## config.mk

```make
export PLATFORM = sky130hd
export DESIGN_NAME = rsc_reset_source_controller
export DESIGN_NICKNAME = d
export VERILOG_FILES = /design/src/rsc_pkg.sv /design/src/rsc_reset_source_controller.sv
export VERILOG_INCLUDE_DIRS = /design/src
export SDC_FILE = /design/constraint.sdc
export NUM_CORES = 1
export LEC_CHECK = 0
export ABC_AREA = 1
export BUFFER_PORTS_ARGS = -buffer_cell sky130_fd_sc_hd__buf_4
export CAP_MARGIN = 20
export CORE_ASPECT_RATIO = 1.4
export CORE_MARGIN = 2
export CORE_UTILIZATION = 30
export CTS_BUF_LIST = sky130_fd_sc_hd__clkbuf_4 sky130_fd_sc_hd__clkbuf_8 sky130_fd_sc_hd__clkbuf_16
export DETAILED_ROUTE_END_ITERATION = 8
export GPL_TIMING_DRIVEN = 1
export HOLD_SLACK_MARGIN = 0.12
export PLACE_DENSITY = 0.51
export RECOVER_POWER = 100
export REMOVE_ABC_BUFFERS = 1
export SLEW_MARGIN = 20
export SYNTH_ARGS = -nofsm -noshare
export SYNTH_HDL_FRONTEND = slang
export SYNTH_SLANG_ARGS = --single-unit
```

## constraint.sdc

```tcl
create_clock -name core_clk -period 5.83 [get_ports core_clk]
set_clock_uncertainty 0.05 [all_clocks]
set_input_delay 0.8745 -clock core_clk [delete_from_list [all_inputs] [get_ports core_clk]]
set_output_delay 0.8745 -clock core_clk [all_outputs]
set_load 0.01 [all_outputs]
```

## src/rsc_map.svh

```systemverilog
// Purpose: Offsets, reset values and timing counts of the reset source controller
// Assumes: 10 MHz core clock, 32-bit APB words, printed offsets used as word indices
// Notes: Definitions only
`ifndef RSC_MAP_SVH
`define RSC_MAP_SVH

// Word indices; byte address is four times the index
`define RSC_IDX_FLAGS 4'h0
`define RSC_IDX_SOFT 4'h1
`define RSC_IDX_GUARD 4'h2

`define RSC_FLAGS_W 6
`define RSC_FLAGS_POR_ONLY 6'h01
`define RSC_SOFT_RESET_VAL 8'h00
`define RSC_SOFT_TRIG_BIT 0

// Unlock key for the I/O register class; value is arbitrary
`define RSC_IO_KEY 8'hA5
`define RSC_GUARD_WRITES 3'h4

`define RSC_CLK_NS 100
`define RSC_INIT_NS 1000
`define RSC_INIT_CYC ((`RSC_INIT_NS + `RSC_CLK_NS - 1) / `RSC_CLK_NS)
`define RSC_STARTUP_UNIT_NS 1000000
`define RSC_STARTUP_UNIT_CYC ((`RSC_STARTUP_UNIT_NS + `RSC_CLK_NS - 1) / `RSC_CLK_NS)

`endif

```

## src/rsc_pkg.sv

```systemverilog
// Purpose: Types of the reset source controller
// Assumes: Flag layout matches the cause flag register, bit 5 first
// Notes: Constants live in rsc_map.svh
package rsc_pkg;

    typedef enum logic [1:0] {
        ST_RUN,
        ST_SRC,
        ST_INIT,
        ST_CRC
    } rsc_state_e;

    // One bit per reset source, same order as the cause flags
    typedef struct packed {
        logic dbg;
        logic sw;
        logic wdt;
        logic ext;
        logic brownout_detector;
        logic por;
    } rsc_src_s;

    typedef struct packed {
        logic timer_override;
        logic bod_cfg;
        logic debug_if;
        logic volatile_logic;
    } rsc_clears_s;

endpackage

```

## src/rsc_reset_source_controller.sv

```systemverilog
// Contract
// - Controller always runs; brown-out and reset pin sources count only when their enable is set.
// - After a reset, cause flags show which source produced it.
// - After power-on reset only the power-on flag is set.
// - Flags stay until software writes one; writing zero changes nothing.
// - Every reset reloads all fuse-backed registers.
// - Power-on source is always enabled and resets while supply is low.
// - Brown-out resets below fuse level; unused detector forces minimum level.
// - Software trigger starts reset at once and holds through the whole sequence.
// - Enabled reset pin requests reset while low; release only when high.
// - Watchdog reset requests are accepted.
// - Each reset kind clears its own set of logic domains.
// - Reset is a source phase, then an init phase after all sources release.
// - Init phase is lengthened by the start-up delay fuse.
// - Init phase also waits for the boot memory CRC scan when enabled.
// - Controller works and accepts requests in active and all sleep modes.
// - Protected write is honoured only within four writes after the key.
// - Protected write without a correct unlock is ignored.
// - Soft reset register is guarded and needs the I/O register key.
// - Cause flags at index 0 bits 5..0; soft reset register at index 1.
// - Soft reset trigger reads zero; register resets to zero.
// - Power-on clears other flags; power-on flag cleared only by software.
//
// Purpose: Device reset controller with cause flags and guarded soft reset
// Assumes: rst_b is the power-on reset of this block; fuses are static levels
// Notes: APB slave, zero wait states, word index = paddr[5:2]
`timescale 1ns/1ps
`include "rsc_map.svh"

module rsc_reset_source_controller #(
    parameter int unsigned STARTUP_UNIT_CYC = `RSC_STARTUP_UNIT_CYC
) (
    input wire logic core_clk,
    input wire logic rst_b,
    input wire logic psel,
    input wire logic penable,
    input wire logic pwrite,
    input wire logic [7:0] paddr,
    input wire logic [31:0] pwdata,
    output logic [31:0] prdata,
    output logic pready,
    output logic pslverr,
    input wire logic por_active,
    input wire logic bod_below,
    input wire logic ext_reset_pin_b,
    input wire logic wdt_reset_req,
    input wire logic debug_reset_req,
    input wire logic reset_pin_fuse_field,
    input wire logic bod_enable_fuse,
    input wire logic [2:0] bod_level_fuse,
    input wire logic [2:0] startup_delay_fuse,
    input wire logic crc_scan_fuse,
    input wire logic crc_scan_done,
    output logic sys_reset_b,
    output logic fuse_reload,
    output logic [2:0] bod_level,
    output rsc_pkg::rsc_clears_s domain_clears
);

    localparam int NSYNC = 5;

    rsc_pkg::rsc_state_e state_r;
    rsc_pkg::rsc_state_e state_nxt;
    rsc_pkg::rsc_src_s src_live;
    logic [NSYNC-1:0] src_raw;
    logic [NSYNC-1:0] sync1_r;
    logic [NSYNC-1:0] sync2_r;
    logic [`RSC_FLAGS_W-1:0] flags_r;
    logic [`RSC_FLAGS_W-1:0] flags_nxt;
    logic [`RSC_FLAGS_W-1:0] flags_clr;
    logic [2:0] guard_cnt_r;
    logic [31:0] cnt_r;
    logic [31:0] init_len;
    logic hold_r;
    logic por_seen_r;
    logic bod_seen_r;
    logic any_src;
    logic async_src;
    logic sw_fire;
    logic wr_acc;
    logic setup;
    logic hit;
    logic acc;
    logic key_wr;
    logic [3:0] idx;

    // Bus decode
    assign idx = paddr[5:2];
    assign hit = (paddr[7:6] == 2'h0) && (idx <= `RSC_IDX_GUARD);
    assign setup = psel && !penable;
    assign acc = psel && penable;
    assign wr_acc = acc && pwrite && hit;
    // No wait states, so every access phase is also the last one
    assign pready = 1'b1;
    assign pslverr = acc && !hit;
    assign key_wr = wr_acc && (idx == `RSC_IDX_GUARD)
                    && (pwdata[7:0] == `RSC_IO_KEY);

    // Outside sources pass two flops before the state machine and flags look at them
    assign src_raw = {debug_reset_req, wdt_reset_req, !ext_reset_pin_b,
                      bod_below, por_active};

    genvar gi;
    generate
        for (gi = 0; gi < NSYNC; gi++) begin : g_sync
            always_ff @(posedge core_clk) begin
                if (!rst_b) begin
                    sync1_r[gi] <= 1'b0;
                    sync2_r[gi] <= 1'b0;
                end else begin
                    sync1_r[gi] <= src_raw[gi];
                    sync2_r[gi] <= sync1_r[gi];
                end
            end
        end
    endgenerate

    // Guarded trigger; only a write inside the unlock window fires
    assign sw_fire = wr_acc && (idx == `RSC_IDX_SOFT) && (guard_cnt_r != 3'h0)
                     && pwdata[`RSC_SOFT_TRIG_BIT];

    always_comb begin
        src_live.por = sync2_r[0];
        src_live.brownout_detector = sync2_r[1] && bod_enable_fuse;
        src_live.ext = sync2_r[2] && reset_pin_fuse_field;
        src_live.wdt = sync2_r[3];
        // Debug request comes only from the debugger port
        src_live.sw = sw_fire;
        src_live.dbg = sync2_r[4];
    end

    assign any_src = |src_live;

    // Raw path so reset asserts without waiting for a clock edge
    // Trade-off: a short glitch on a raw source can pulse this output
    assign async_src = por_active || (bod_below && bod_enable_fuse)
                       || (!ext_reset_pin_b && reset_pin_fuse_field)
                       || wdt_reset_req || debug_reset_req || sw_fire;
    assign sys_reset_b = !(hold_r || async_src);

    assign init_len = 32'(`RSC_INIT_CYC)
                      + 32'(startup_delay_fuse) * STARTUP_UNIT_CYC;

    always_comb begin
        state_nxt = state_r;
        case (state_r)
            rsc_pkg::ST_RUN: begin
                if (any_src) begin
                    state_nxt = rsc_pkg::ST_SRC;
                end
            end
            rsc_pkg::ST_SRC: begin
                if (!any_src) begin
                    state_nxt = rsc_pkg::ST_INIT;
                end
            end
            rsc_pkg::ST_INIT: begin
                if (any_src) begin
                    state_nxt = rsc_pkg::ST_SRC;
                end else if (cnt_r == 32'h1) begin
                    state_nxt = crc_scan_fuse ? rsc_pkg::ST_CRC : rsc_pkg::ST_RUN;
                end
            end
            rsc_pkg::ST_CRC: begin
                if (any_src) begin
                    state_nxt = rsc_pkg::ST_SRC;
                end else if (crc_scan_done) begin
                    state_nxt = rsc_pkg::ST_RUN;
                end
            end
            default: begin
                state_nxt = rsc_pkg::ST_SRC;
            end
        endcase
    end

    always_ff @(posedge core_clk) begin
        if (!rst_b) begin
            state_r <= rsc_pkg::ST_SRC;
        end else begin
            state_r <= state_nxt;
        end
    end

    // Release is synchronous: hold follows the next state
    always_ff @(posedge core_clk) begin
        if (!rst_b) begin
            hold_r <= 1'b1;
        end else begin
            hold_r <= (state_nxt != rsc_pkg::ST_RUN);
        end
    end

    always_ff @(posedge core_clk) begin
        if (!rst_b) begin
            cnt_r <= 32'h1;
        end else if (state_r != rsc_pkg::ST_INIT) begin
            cnt_r <= init_len;
        end else if (cnt_r != 32'h1) begin
            cnt_r <= cnt_r - 32'h1;
        end
    end

    always_ff @(posedge core_clk) begin
        if (!rst_b) begin
            fuse_reload <= 1'b0;
        end else begin
            fuse_reload <= (state_r == rsc_pkg::ST_SRC)
                           && (state_nxt == rsc_pkg::ST_INIT);
        end
    end

    // Remember the reset kind until the sequence ends
    always_ff @(posedge core_clk) begin
        if (!rst_b) begin
            por_seen_r <= 1'b1;
        end else if (state_nxt == rsc_pkg::ST_RUN) begin
            por_seen_r <= 1'b0;
        end else if (src_live.por) begin
            por_seen_r <= 1'b1;
        end
    end

    always_ff @(posedge core_clk) begin
        if (!rst_b) begin
            bod_seen_r <= 1'b0;
        end else if (state_nxt == rsc_pkg::ST_RUN) begin
            bod_seen_r <= 1'b0;
        end else if (src_live.brownout_detector) begin
            bod_seen_r <= 1'b1;
        end
    end

    always_ff @(posedge core_clk) begin
        if (!rst_b) begin
            domain_clears <= '1;
        end else begin
            domain_clears.timer_override <= !sys_reset_b && por_seen_r;
            domain_clears.bod_cfg <= !sys_reset_b && por_seen_r;
            domain_clears.debug_if <= !sys_reset_b
                                      && (por_seen_r || bod_seen_r);
            domain_clears.volatile_logic <= !sys_reset_b;
        end
    end

    // An unused detector is held at its lowest trigger level
    always_ff @(posedge core_clk) begin
        if (!rst_b) begin
            bod_level <= 3'h0;
        end else begin
            bod_level <= bod_enable_fuse ? bod_level_fuse : 3'h0;
        end
    end

    // Key opens a window of four bus writes, the key write excluded
    always_ff @(posedge core_clk) begin
        if (!rst_b || hold_r) begin
            guard_cnt_r <= 3'h0;
        end else if (key_wr) begin
            guard_cnt_r <= `RSC_GUARD_WRITES;
        end else if (acc && pwrite && (guard_cnt_r != 3'h0)) begin
            guard_cnt_r <= guard_cnt_r - 3'h1;
        end
    end

    // Flags: set wins over a software clear in the same cycle
    assign flags_clr = (wr_acc && (idx == `RSC_IDX_FLAGS))
                       ? pwdata[`RSC_FLAGS_W-1:0] : '0;

    always_comb begin
        if (src_live.por || por_seen_r) begin
            // Other causes stay hidden until a full boot after power-on
            flags_nxt = `RSC_FLAGS_POR_ONLY;
        end else begin
            flags_nxt = (flags_r & ~flags_clr) | src_live;
        end
    end

    always_ff @(posedge core_clk) begin
        if (!rst_b) begin
            flags_r <= `RSC_FLAGS_POR_ONLY;
        end else begin
            flags_r <= flags_nxt;
        end
    end

    // Read data is captured in the setup cycle, valid during access
    always_ff @(posedge core_clk) begin
        if (!rst_b) begin
            prdata <= 32'h0;
        end else if (setup && !pwrite && hit) begin
            case (idx)
                `RSC_IDX_FLAGS: begin
                    prdata <= {26'h0, flags_r};
                end
                `RSC_IDX_SOFT: begin
                    prdata <= {24'h0, `RSC_SOFT_RESET_VAL};
                end
                `RSC_IDX_GUARD: begin
                    prdata <= {29'h0, guard_cnt_r};
                end
                default: begin
                    prdata <= 32'h0;
                end
            endcase
        end else if (setup) begin
            prdata <= 32'h0;
        end
    end

endmodule

```

Word-level counts from Yosys, hierarchy flattened
Index checks and enable logic that the tools add are counted.
W data, S select, Z words.

word-level totals
  output and inout port bits = 43
  bits of input ports = 60
  logic and storage cells = 113
  flip-flop bits (word level) = 95

cells by class
  multiply operators = 1
  order comparisons = 1
  bitwise logic cells = 4
  add/subtract/negate cells = 3
  reduce and logical (&&, ||, !) cells = 52
  equality and inequality tests = 10
  multiplexer cells = 18

operators with widths
  kind                     number
  $mux W32                 4
  $eq A32 B1 Y1 const B    1
  $ne A32 B1 Y1 const B    1
  $sub A32 B1 Y32 const B  1
  $logic_and A1 B1 Y1      22
  $add A4 B17 Y18 const A  1
  $mux W2                  7
  $mul A3 B10 Y13 const B  1
  $pmux W6 S2              1
  $reduce_bool A2 Y1       5
  $logic_or A1 B1 Y1       9
  $eq A8 B8 Y1 const B     1
  $pmux W2 S4              1
  $and A6 B6 Y6            1
  $eq A2 B2 Y1 const B     3
  $logic_not A1 Y1         6
  $logic_not A2 Y1         3
  $mux W3                  2
  $mux W6                  1
  $not A6 Y6               1
  $or A6 B6 Y6             1
  $reduce_or A2 Y1         3
  $reduce_or A6 Y1         1
  $eq A4 B1 Y1 const B     1
  other kinds (10)         11

Logic depth before layout (Yosys ltp)
Gate-level depths: netlist (run 1).

  word-level depth = 11
  gate-level depth with buffers = 11
  mapped depth without buffers = 11

Worst setup path before layout (run 1)
OpenSTA, ideal clock, no wires.

  path type = input-to-reg
  start point = input startup_delay_fuse[0]
  end point = register cnt_r[14]
  setup time = 119 ps
  setup slack = 2973 ps
  buffers on the path = 0
  arrival = 2688 ps
  cell stages on the path = 10
  cell sequence = fa_1 > ha_1 > inv_1 > fa_1 > or2_2 > nand2_1 > nand2_1 > xor2_1 > o21ai_1 > a21oi_1

on the way
  cells in the longest elaborated chain, start to end = 3

ends and longest elaborated chain
  item                  RTL line                            text
  from (decl)           rsc_reset_source_controller.sv:51   input wire logic [2:0] startup_delay_fuse,
  $mul A3 B10 Y13       rsc_reset_source_controller.sv:142  + 32'(startup_delay_fuse) * STARTUP_UNIT_CYC;
  $add A4 B17 Y18       rsc_reset_source_controller.sv:141  assign init_len = 32'(`RSC_INIT_CYC)
  $mux W32              rsc_reset_source_controller.sv:197  end else if (state_r != rsc_pkg::ST_INIT) begin
  to (signal assigned)  rsc_reset_source_controller.sv:198  cnt_r <= init_len;
  to (signal assigned)  rsc_reset_source_controller.sv:200  cnt_r <= cnt_r - 32'h1;
  to (decl)             rsc_reset_source_controller.sv:72   logic [31:0] cnt_r;

No other way between the ends.
A chain may end at the register's enable or synchronous reset.

==> flow_metrics.py, run 1 <==
metrics = {
    "layout": {
        "fin_util_pct": 35.8,
        "final_common_cell": "nand2_1",
        "nets": 662,
        "most-common-layout-cells": "nand2_1 (99), nor2_1 (76), dfxtp_1 (69), inv_1 (58), nand3_1 (35)",
        "area_growth_pct": 16.3,
        "diodes": 0,
        "drive_above_1_share_pct": 15.8,
    },
    "hold_path": {
        "min_to": "sync2_r[2]",
        "hp-class": "register to register",
        "min_path_cells": 2,
        "hold_path.startpoint": "sync1_r[2]",
    },
    "clock_tree": {
        "clkSinkCount": 69,
        "clk_pin_slew_ps": 60,
        "cts_buffers": 9,
        "clkLatencyLatePin_ps": 350,
        "cts_hold_buf": 0,
        "h-tree-depth": 3,
        "clock_path_buffers": 2,
        "cts_tree": "yes",
        "cts.root.buffer_cell": "clkbuf_16",
        "cts.repair.resized": 0,
        "cts_setup_buffers": 0,
    },
    "critical_path": {
        "worstReg2RegEnd": "cnt_r[2]",
        "slowest_stage": "clkbuf_1",
        "worstPathMaxFanout": 20,
        "regToRegSetupSlack_ps": 3660,
        "end_kind": "register",
        "worst_r2r_path_depth": 6,
        "slowest_delay_ps": 650,
        "r2r-start": "state_r[1]",
        "startpoint_type": "input pin",
        "cp-startpoint": "rst_b",
        "crit_type": "input pin to register",
        "crit_chain": "clkbuf_1 -> inv_1 -> clkbuf_1 -> nor2_1 -> inv_1 -> a211oi_1",
        "crit_required_ps": 6040,
        "arrival_ps": 3520,
    },
    "power": {
        "ir_worst_vdd_v": 0.000100,
        "leakage_nw": 2.09,
        "power_frac_seq_pct": 39.5,
        "clkPwrFrac_pct": 47.1,
        "switching_share_pct": 27.3,
        "pwr_density_cell_mw_per_mm2": 280,
        "p_sw_uw": 349,
        "p_total_mw": 1.28,
        "p_int_uw": 932,
        "combPwrFrac_pct": 13.4,
    },
    "logic_synthesis": {
        "syn_inst": 538,
        "synth-edff-count": 0,
        "ys_seq_area_share_pct": 35.1,
        "ys_seq_elements": 69,
        "yosys_warnings": 0,
        "async_reset_ff_share_pct": 0,
        "synth.distinct_cells": 42,
        "synth_area_mm2": 0.00394,
        "synth_flop_cell": "dfxtp_1",
        "synthesis.area_per_instance_um2": 7.32,
    },
    "sta": {
        "setup_viol": 0,
        "fmax_ghz": 0.302,
        "hold_slack_ps": 367,
        "relSlewSlack_pct": 25.4,
        "fin_crit_sh_pct": 56.8,
        "rsz0062_at_grt": "false",
        "setup-tns-final_ps": 0,
        "fin_crit_ps": 3310,
        "hold_viol": 0,
        "tightest_slew_ps": 1120,
        "maxSlewViolCount": 0,
    },
    "floorplanning": {
        "die_h_um": 140,
        "rows": 49,
        "die_area_mm2": 0.0141,
        "initial_core_util_pct": 30.7,
        "core_area_mm2": 0.0128,
        "die_w_um": 101,
        "ios": 103,
    },
    "drt": {
        "dr_wl_met2_mm": 5.52,
        "num_vias": 3475,
        "drt-vias-per-instance": 4.65,
        "met3WireLength_um": 442,
        "dr.pass1.iters": 5,
        "drt_wl_total_mm": 10.3,
        "detail_route.wl_per_cell_um": 13.8,
        "top_layer": "met4",
        "drt-initial-drc-count": 128,
        "wl_met1_mm": 3.99,
        "ant_nets": 0,
        "drc": 0,
    },
    "global_routing": {
        "antenna_found_initial": 0,
        "grt_max_degree": 21,
        "gr-usage-all-layers_pct": 15.1,
        "grt_pass1_wl_mm": 16.3,
        "grt_pass1_vias": 3358,
        "grt-ovfl-total": 0,
    },
    "placed_design": {
        "gp_congestion": 0.852,
        "dp_hpwl_mm": 8.19,
        "numPortBuffers": 49,
    },
    "flow_run": {
        "cap_violations": 0,
    },
    "run_status": {
        "status": "finished clean",
    },
}
## sequential cells by signal (all words and copies together), names as in the netlist
name / cells
cnt_r: 32
sync2_r: 2
bod_level: 3
domain_clears: 3
sync1_r: 5
hold_r: 1
state_r: 2
por_seen_r: 1
guard_cnt_r: 3
src_live: 3
fuse_reload: 1
flags_r: 6
bod_seen_r: 1
prdata: 6
## layer usage
metal / up-vias / global-route usage (%)
met5: - / 0
met4: 0 / 6.78
met3: 24 / 3.67
met2: 82 / 28.3
met1: 1587 / 15.3
li1: 1782 / -
## Yosys cell counts (4+ instances only)
master	instances	area share (%)
nand4_1	9	1.4
dfxtp_1	69	35
o21ai_1	8	1.0
buf_4	28	5.3
clkbuf_1	4	0.38
xnor2_1	4	0.89
inv_1	56	5.3
nand2_2	9	1.4
nor4_1	5	0.79
a31oi_1	8	1.3
o21ai_0	13	1.7
nand3_1	34	4.3
nor2_2	10	1.6
ha_1	10	3.2
nor2_4	12	3.4
nor2_1	74	7.1
nand2_1	98	9.3
a21oi_1	27	3.4
xor2_1	10	2.2
inv_2	7	0.67
nor3_1	8	1.0
## cells by family after synthesis
logic type,synth area share [%]
buf+inv,12.1
simple gates,35.6
xor+xnor,3.11
compound gates,9.21
flops,35.1
other cells,0.191
fa+ha+maj,4.70
## worst max-delay path by stage
| stage | to | slack (ps) | cells after the start |
|---|---|---|---|
| floorplan | cnt_r[14] | 2970 | 10 |
| global placement | cnt_r[14] | 2710 | 11 |
| detailed placement | cnt_r[14] | 2690 | 11 |
| CTS | sys_reset_b | 2860 | 7 |
| global route | cnt_r[17] | 2290 | 6 |
| finish | cnt_r[2] | 2520 | 6 |
## power by group through the flow
stage / Clock [mW] / Combinational (mW) / Sequential, mW
floorplan: 0 / 0.117 / 0.515
global placement: 0 / 0.177 / 0.516
detailed placement: 0 / 0.179 / 0.517
CTS: 0.617 / 0.179 / 0.506
global route: 0.635 / 0.191 / 0.508
finish: 0.604 / 0.171 / 0.506
## through the flow
| step | std cells | cell area [um2] | setup WS [ps] |
|---|---|---|---|
| 6_report | 747 | 4580 | 2520 |
| 5_1_grt | 747 | 4580 | 2290 |
| 4_1_cts | 747 | 4690 | 2860 |
| 3_5_place_dp | 731 | 4360 | 2690 |
| 3_3_place_gp | 731 | 4360 | 2710 |
| 2_1_floorplan | 528 | 3790 | 2970 |
## layout make-up
cell class,count,area [um2]
repair buffers,50,304
well taps,153,191
clock buffers,9,225
multi-input cells,396,2140
clock inverters,7,103
fillers,1383,8230
flip-flops and latches,69,1380
inverters,63,236
## critical path, delay by kind of cell
kind	cells	cell delay, ps
buffers and inverters	4	1790
AO/OA/AOI/OAI	1	230
AND/OR/NAND/NOR	1	610
(Power assumes the default switching activity.)
==> run 2, diff against run 1 <==
--- a/config.mk
+++ b/config.mk
@@ -16,7 +16,7 @@
 export DETAILED_ROUTE_END_ITERATION = 8
 export GPL_TIMING_DRIVEN = 1
 export HOLD_SLACK_MARGIN = 0.12
-export PLACE_DENSITY = 0.51
+export PLACE_DENSITY = 0.53
 export RECOVER_POWER = 100
 export REMOVE_ABC_BUFFERS = 1
 export SLEW_MARGIN = 20
==> constraint.sdc (replaced) <==
create_clock -name core_clk -period 2.9 [get_ports core_clk]
set_clock_uncertainty 0.05 [all_clocks]
set_input_delay 0.435 -clock core_clk [delete_from_list [all_inputs] [get_ports core_clk]]
set_output_delay 0.435 -clock core_clk [all_outputs]
set_load 0.01 [all_outputs]
==> flow_metrics.py, run 2 (same netlist as run 1, synthesis figures left out) <==
metrics = {
    "global_routing": {
        "grt-ovfl-total": 0,
        "grt_pass1_wl_mm": 16.4,
        "antenna_found_initial": 0,
        "gr-usage-all-layers_pct": 15.2,
        "grt_pass1_vias": 3387,
        "grt_max_degree": 23,
    },
    "drt": {
        "drt_wl_total_mm": 10.3,
        "detail_route.wl_per_cell_um": 13.7,
        "drt-vias-per-instance": 4.60,
        "dr.pass1.iters": 4,
        "drc": 0,
        "num_vias": 3447,
        "drt-initial-drc-count": 121,
        "ant_nets": 0,
    },
    "floorplanning": {
        "die_area_mm2": 0.0141,
        "rows": 49,
        "core_area_mm2": 0.0128,
        "die_h_um": 140,
        "initial_core_util_pct": 30.7,
        "ios": 103,
        "die_w_um": 101,
    },
    "critical_path": {
        "r2r-start": "cnt_r[10]",
        "regToRegSetupSlack_ps": 640,
        "startpoint_type": "register",
        "crit_cells": 7,
        "cp_top_family": "compound AO/OA/AOI/OAI gates",
        "cp-startpoint": "guard_cnt_r[0]",
        "slowest_delay_ps": 450,
        "cp_common_cell": "inv_1",
        "worstPathMaxFanout": 4,
        "worst_r2r_path_depth": 10,
        "arrival_ps": 2040,
        "worstReg2RegEnd": "cnt_r[31]",
        "crit_chain": "inv_1 -> ha_1 -> a21oi_1 -> nand3_1 -> nand2_1 -> inv_1 -> clkbuf_1",
        "endpoint": "sys_reset_b",
        "slowest_stage": "a21oi_1",
        "cp_num_buf_inv": 3,
        "end_kind": "primary output",
        "crit_type": "register to primary output",
        "crit_required_ps": 2410,
    },
    "clock_tree": {
        "clkSinkCount": 69,
        "cts.repair.resized": 0,
        "clock_path_buffers": 2,
        "cts_buffers": 9,
        "cts_setup_buffers": 0,
        "cts_tree": "yes",
        "h-tree-depth": 3,
        "clkLatencyLatePin_ps": 340,
        "clk_pin_slew_ps": 60,
        "cts.root.buffer_cell": "clkbuf_16",
        "cts_hold_buf": 0,
    },
    "layout": {
        "final_common_cell": "nand2_1",
        "regMostFlops": "cnt_r",
        "drive_above_1_share_pct": 16.1,
        "fin_util_pct": 35.8,
        "diodes": 0,
        "most-common-layout-cells": "nand2_1 (100), nor2_1 (77), dfxtp_1 (69), inv_1 (57), nand3_1 (35)",
        "area_growth_pct": 16.6,
        "finish.instance_area_mm2": 0.00459,
        "largest_register_ffs": 32,
        "nets": 664,
        "reg.largest.list": "cnt_r: 32 flops, flags_r: 6 flops, prdata: 6 flops",
    },
    "sta": {
        "rsz0062_at_grt": "false",
        "setup_viol": 0,
        "maxSlewViolCount": 0,
        "fin_crit_sh_pct": 86.9,
        "worst_slack_ps": 379,
        "tightest_slew_ps": 867,
        "fin_crit_ps": 2520,
        "hold_slack_ps": 210,
        "relSlewSlack_pct": 42.2,
        "setup-tns-final_ps": 0,
        "hold_viol": 0,
        "fmax_ghz": 0.397,
    },
    "placed_design": {
        "place_area_mm2": 0.00438,
        "numPortBuffers": 49,
        "post-place-ws_ps": 199,
        "gp_congestion": 0.875,
        "dp_hpwl_mm": 8.22,
    },
    "hold_path": {
        "hp-class": "input pin to register",
    },
    "power": {
        "leakage_nw": 2.10,
        "ir_worst_vdd_v": 0.000290,
        "pwr_density_cell_mw_per_mm2": 557,
    },
    "flow_run": {
        "cap_violations": 0,
    },
    "run_status": {
        "status": "finished clean",
    },
}
run 2: worst min-delay path by stage:
| stage | from | to | slack (ps) | depth (start not counted) |
|---|---|---|---|---|
| finish | ext_reset_pin_b | sync1_r[2] | 210 | 2 |
| global route | ext_reset_pin_b | sync1_r[2] | 210 | 2 |
| CTS | ext_reset_pin_b | sync1_r[2] | 210 | 2 |
| detailed placement | sync1_r[1] | sync2_r[1] | 350 | 2 |
| global placement | sync1_r[2] | sync2_r[2] | 340 | 2 |
| floorplan | sync1_r[0] | src_live[0] | 340 | 2 |
run 2: area by class of cell:
class / instances / area [um2]
fillers: 1392 / 8220
multi-input cells: 396 / 2140
flip-flops and latches: 69 / 1380
repair buffers: 52 / 319
inverters: 63 / 236
clock buffers: 9 / 225
well taps: 153 / 191
clock inverters: 7 / 98.8
run 2: power by group:
| group | total (mW) | switching, mW | internal [mW] |
|---|---|---|---|
| clock | 1.19 | 0.438 | 0.757 |
| combinational | 0.343 | 0.222 | 0.121 |
| sequential | 1.02 | 0.0311 | 0.987 |
| total | 2.56 | 0.691 | 1.87 |
run 2: per-stage QoR:
step,cells,power (mW)
floorplan,528,1.27
global placement,733,1.40
detailed placement,733,1.40
CTS,749,2.60
global route,749,2.68
finish,749,2.56
run 2: metal layers:
metal / vias to the layer above / part of all wire, % / GRT usage, %
met5: - / 0 / 0
met3: 29 / 4.3 / 3.42
li1: 1785 / - / -
met1: 1529 / 38 / 15.6
met4: 0 / 4.4 / 8.87
met2: 104 / 53 / 27.5
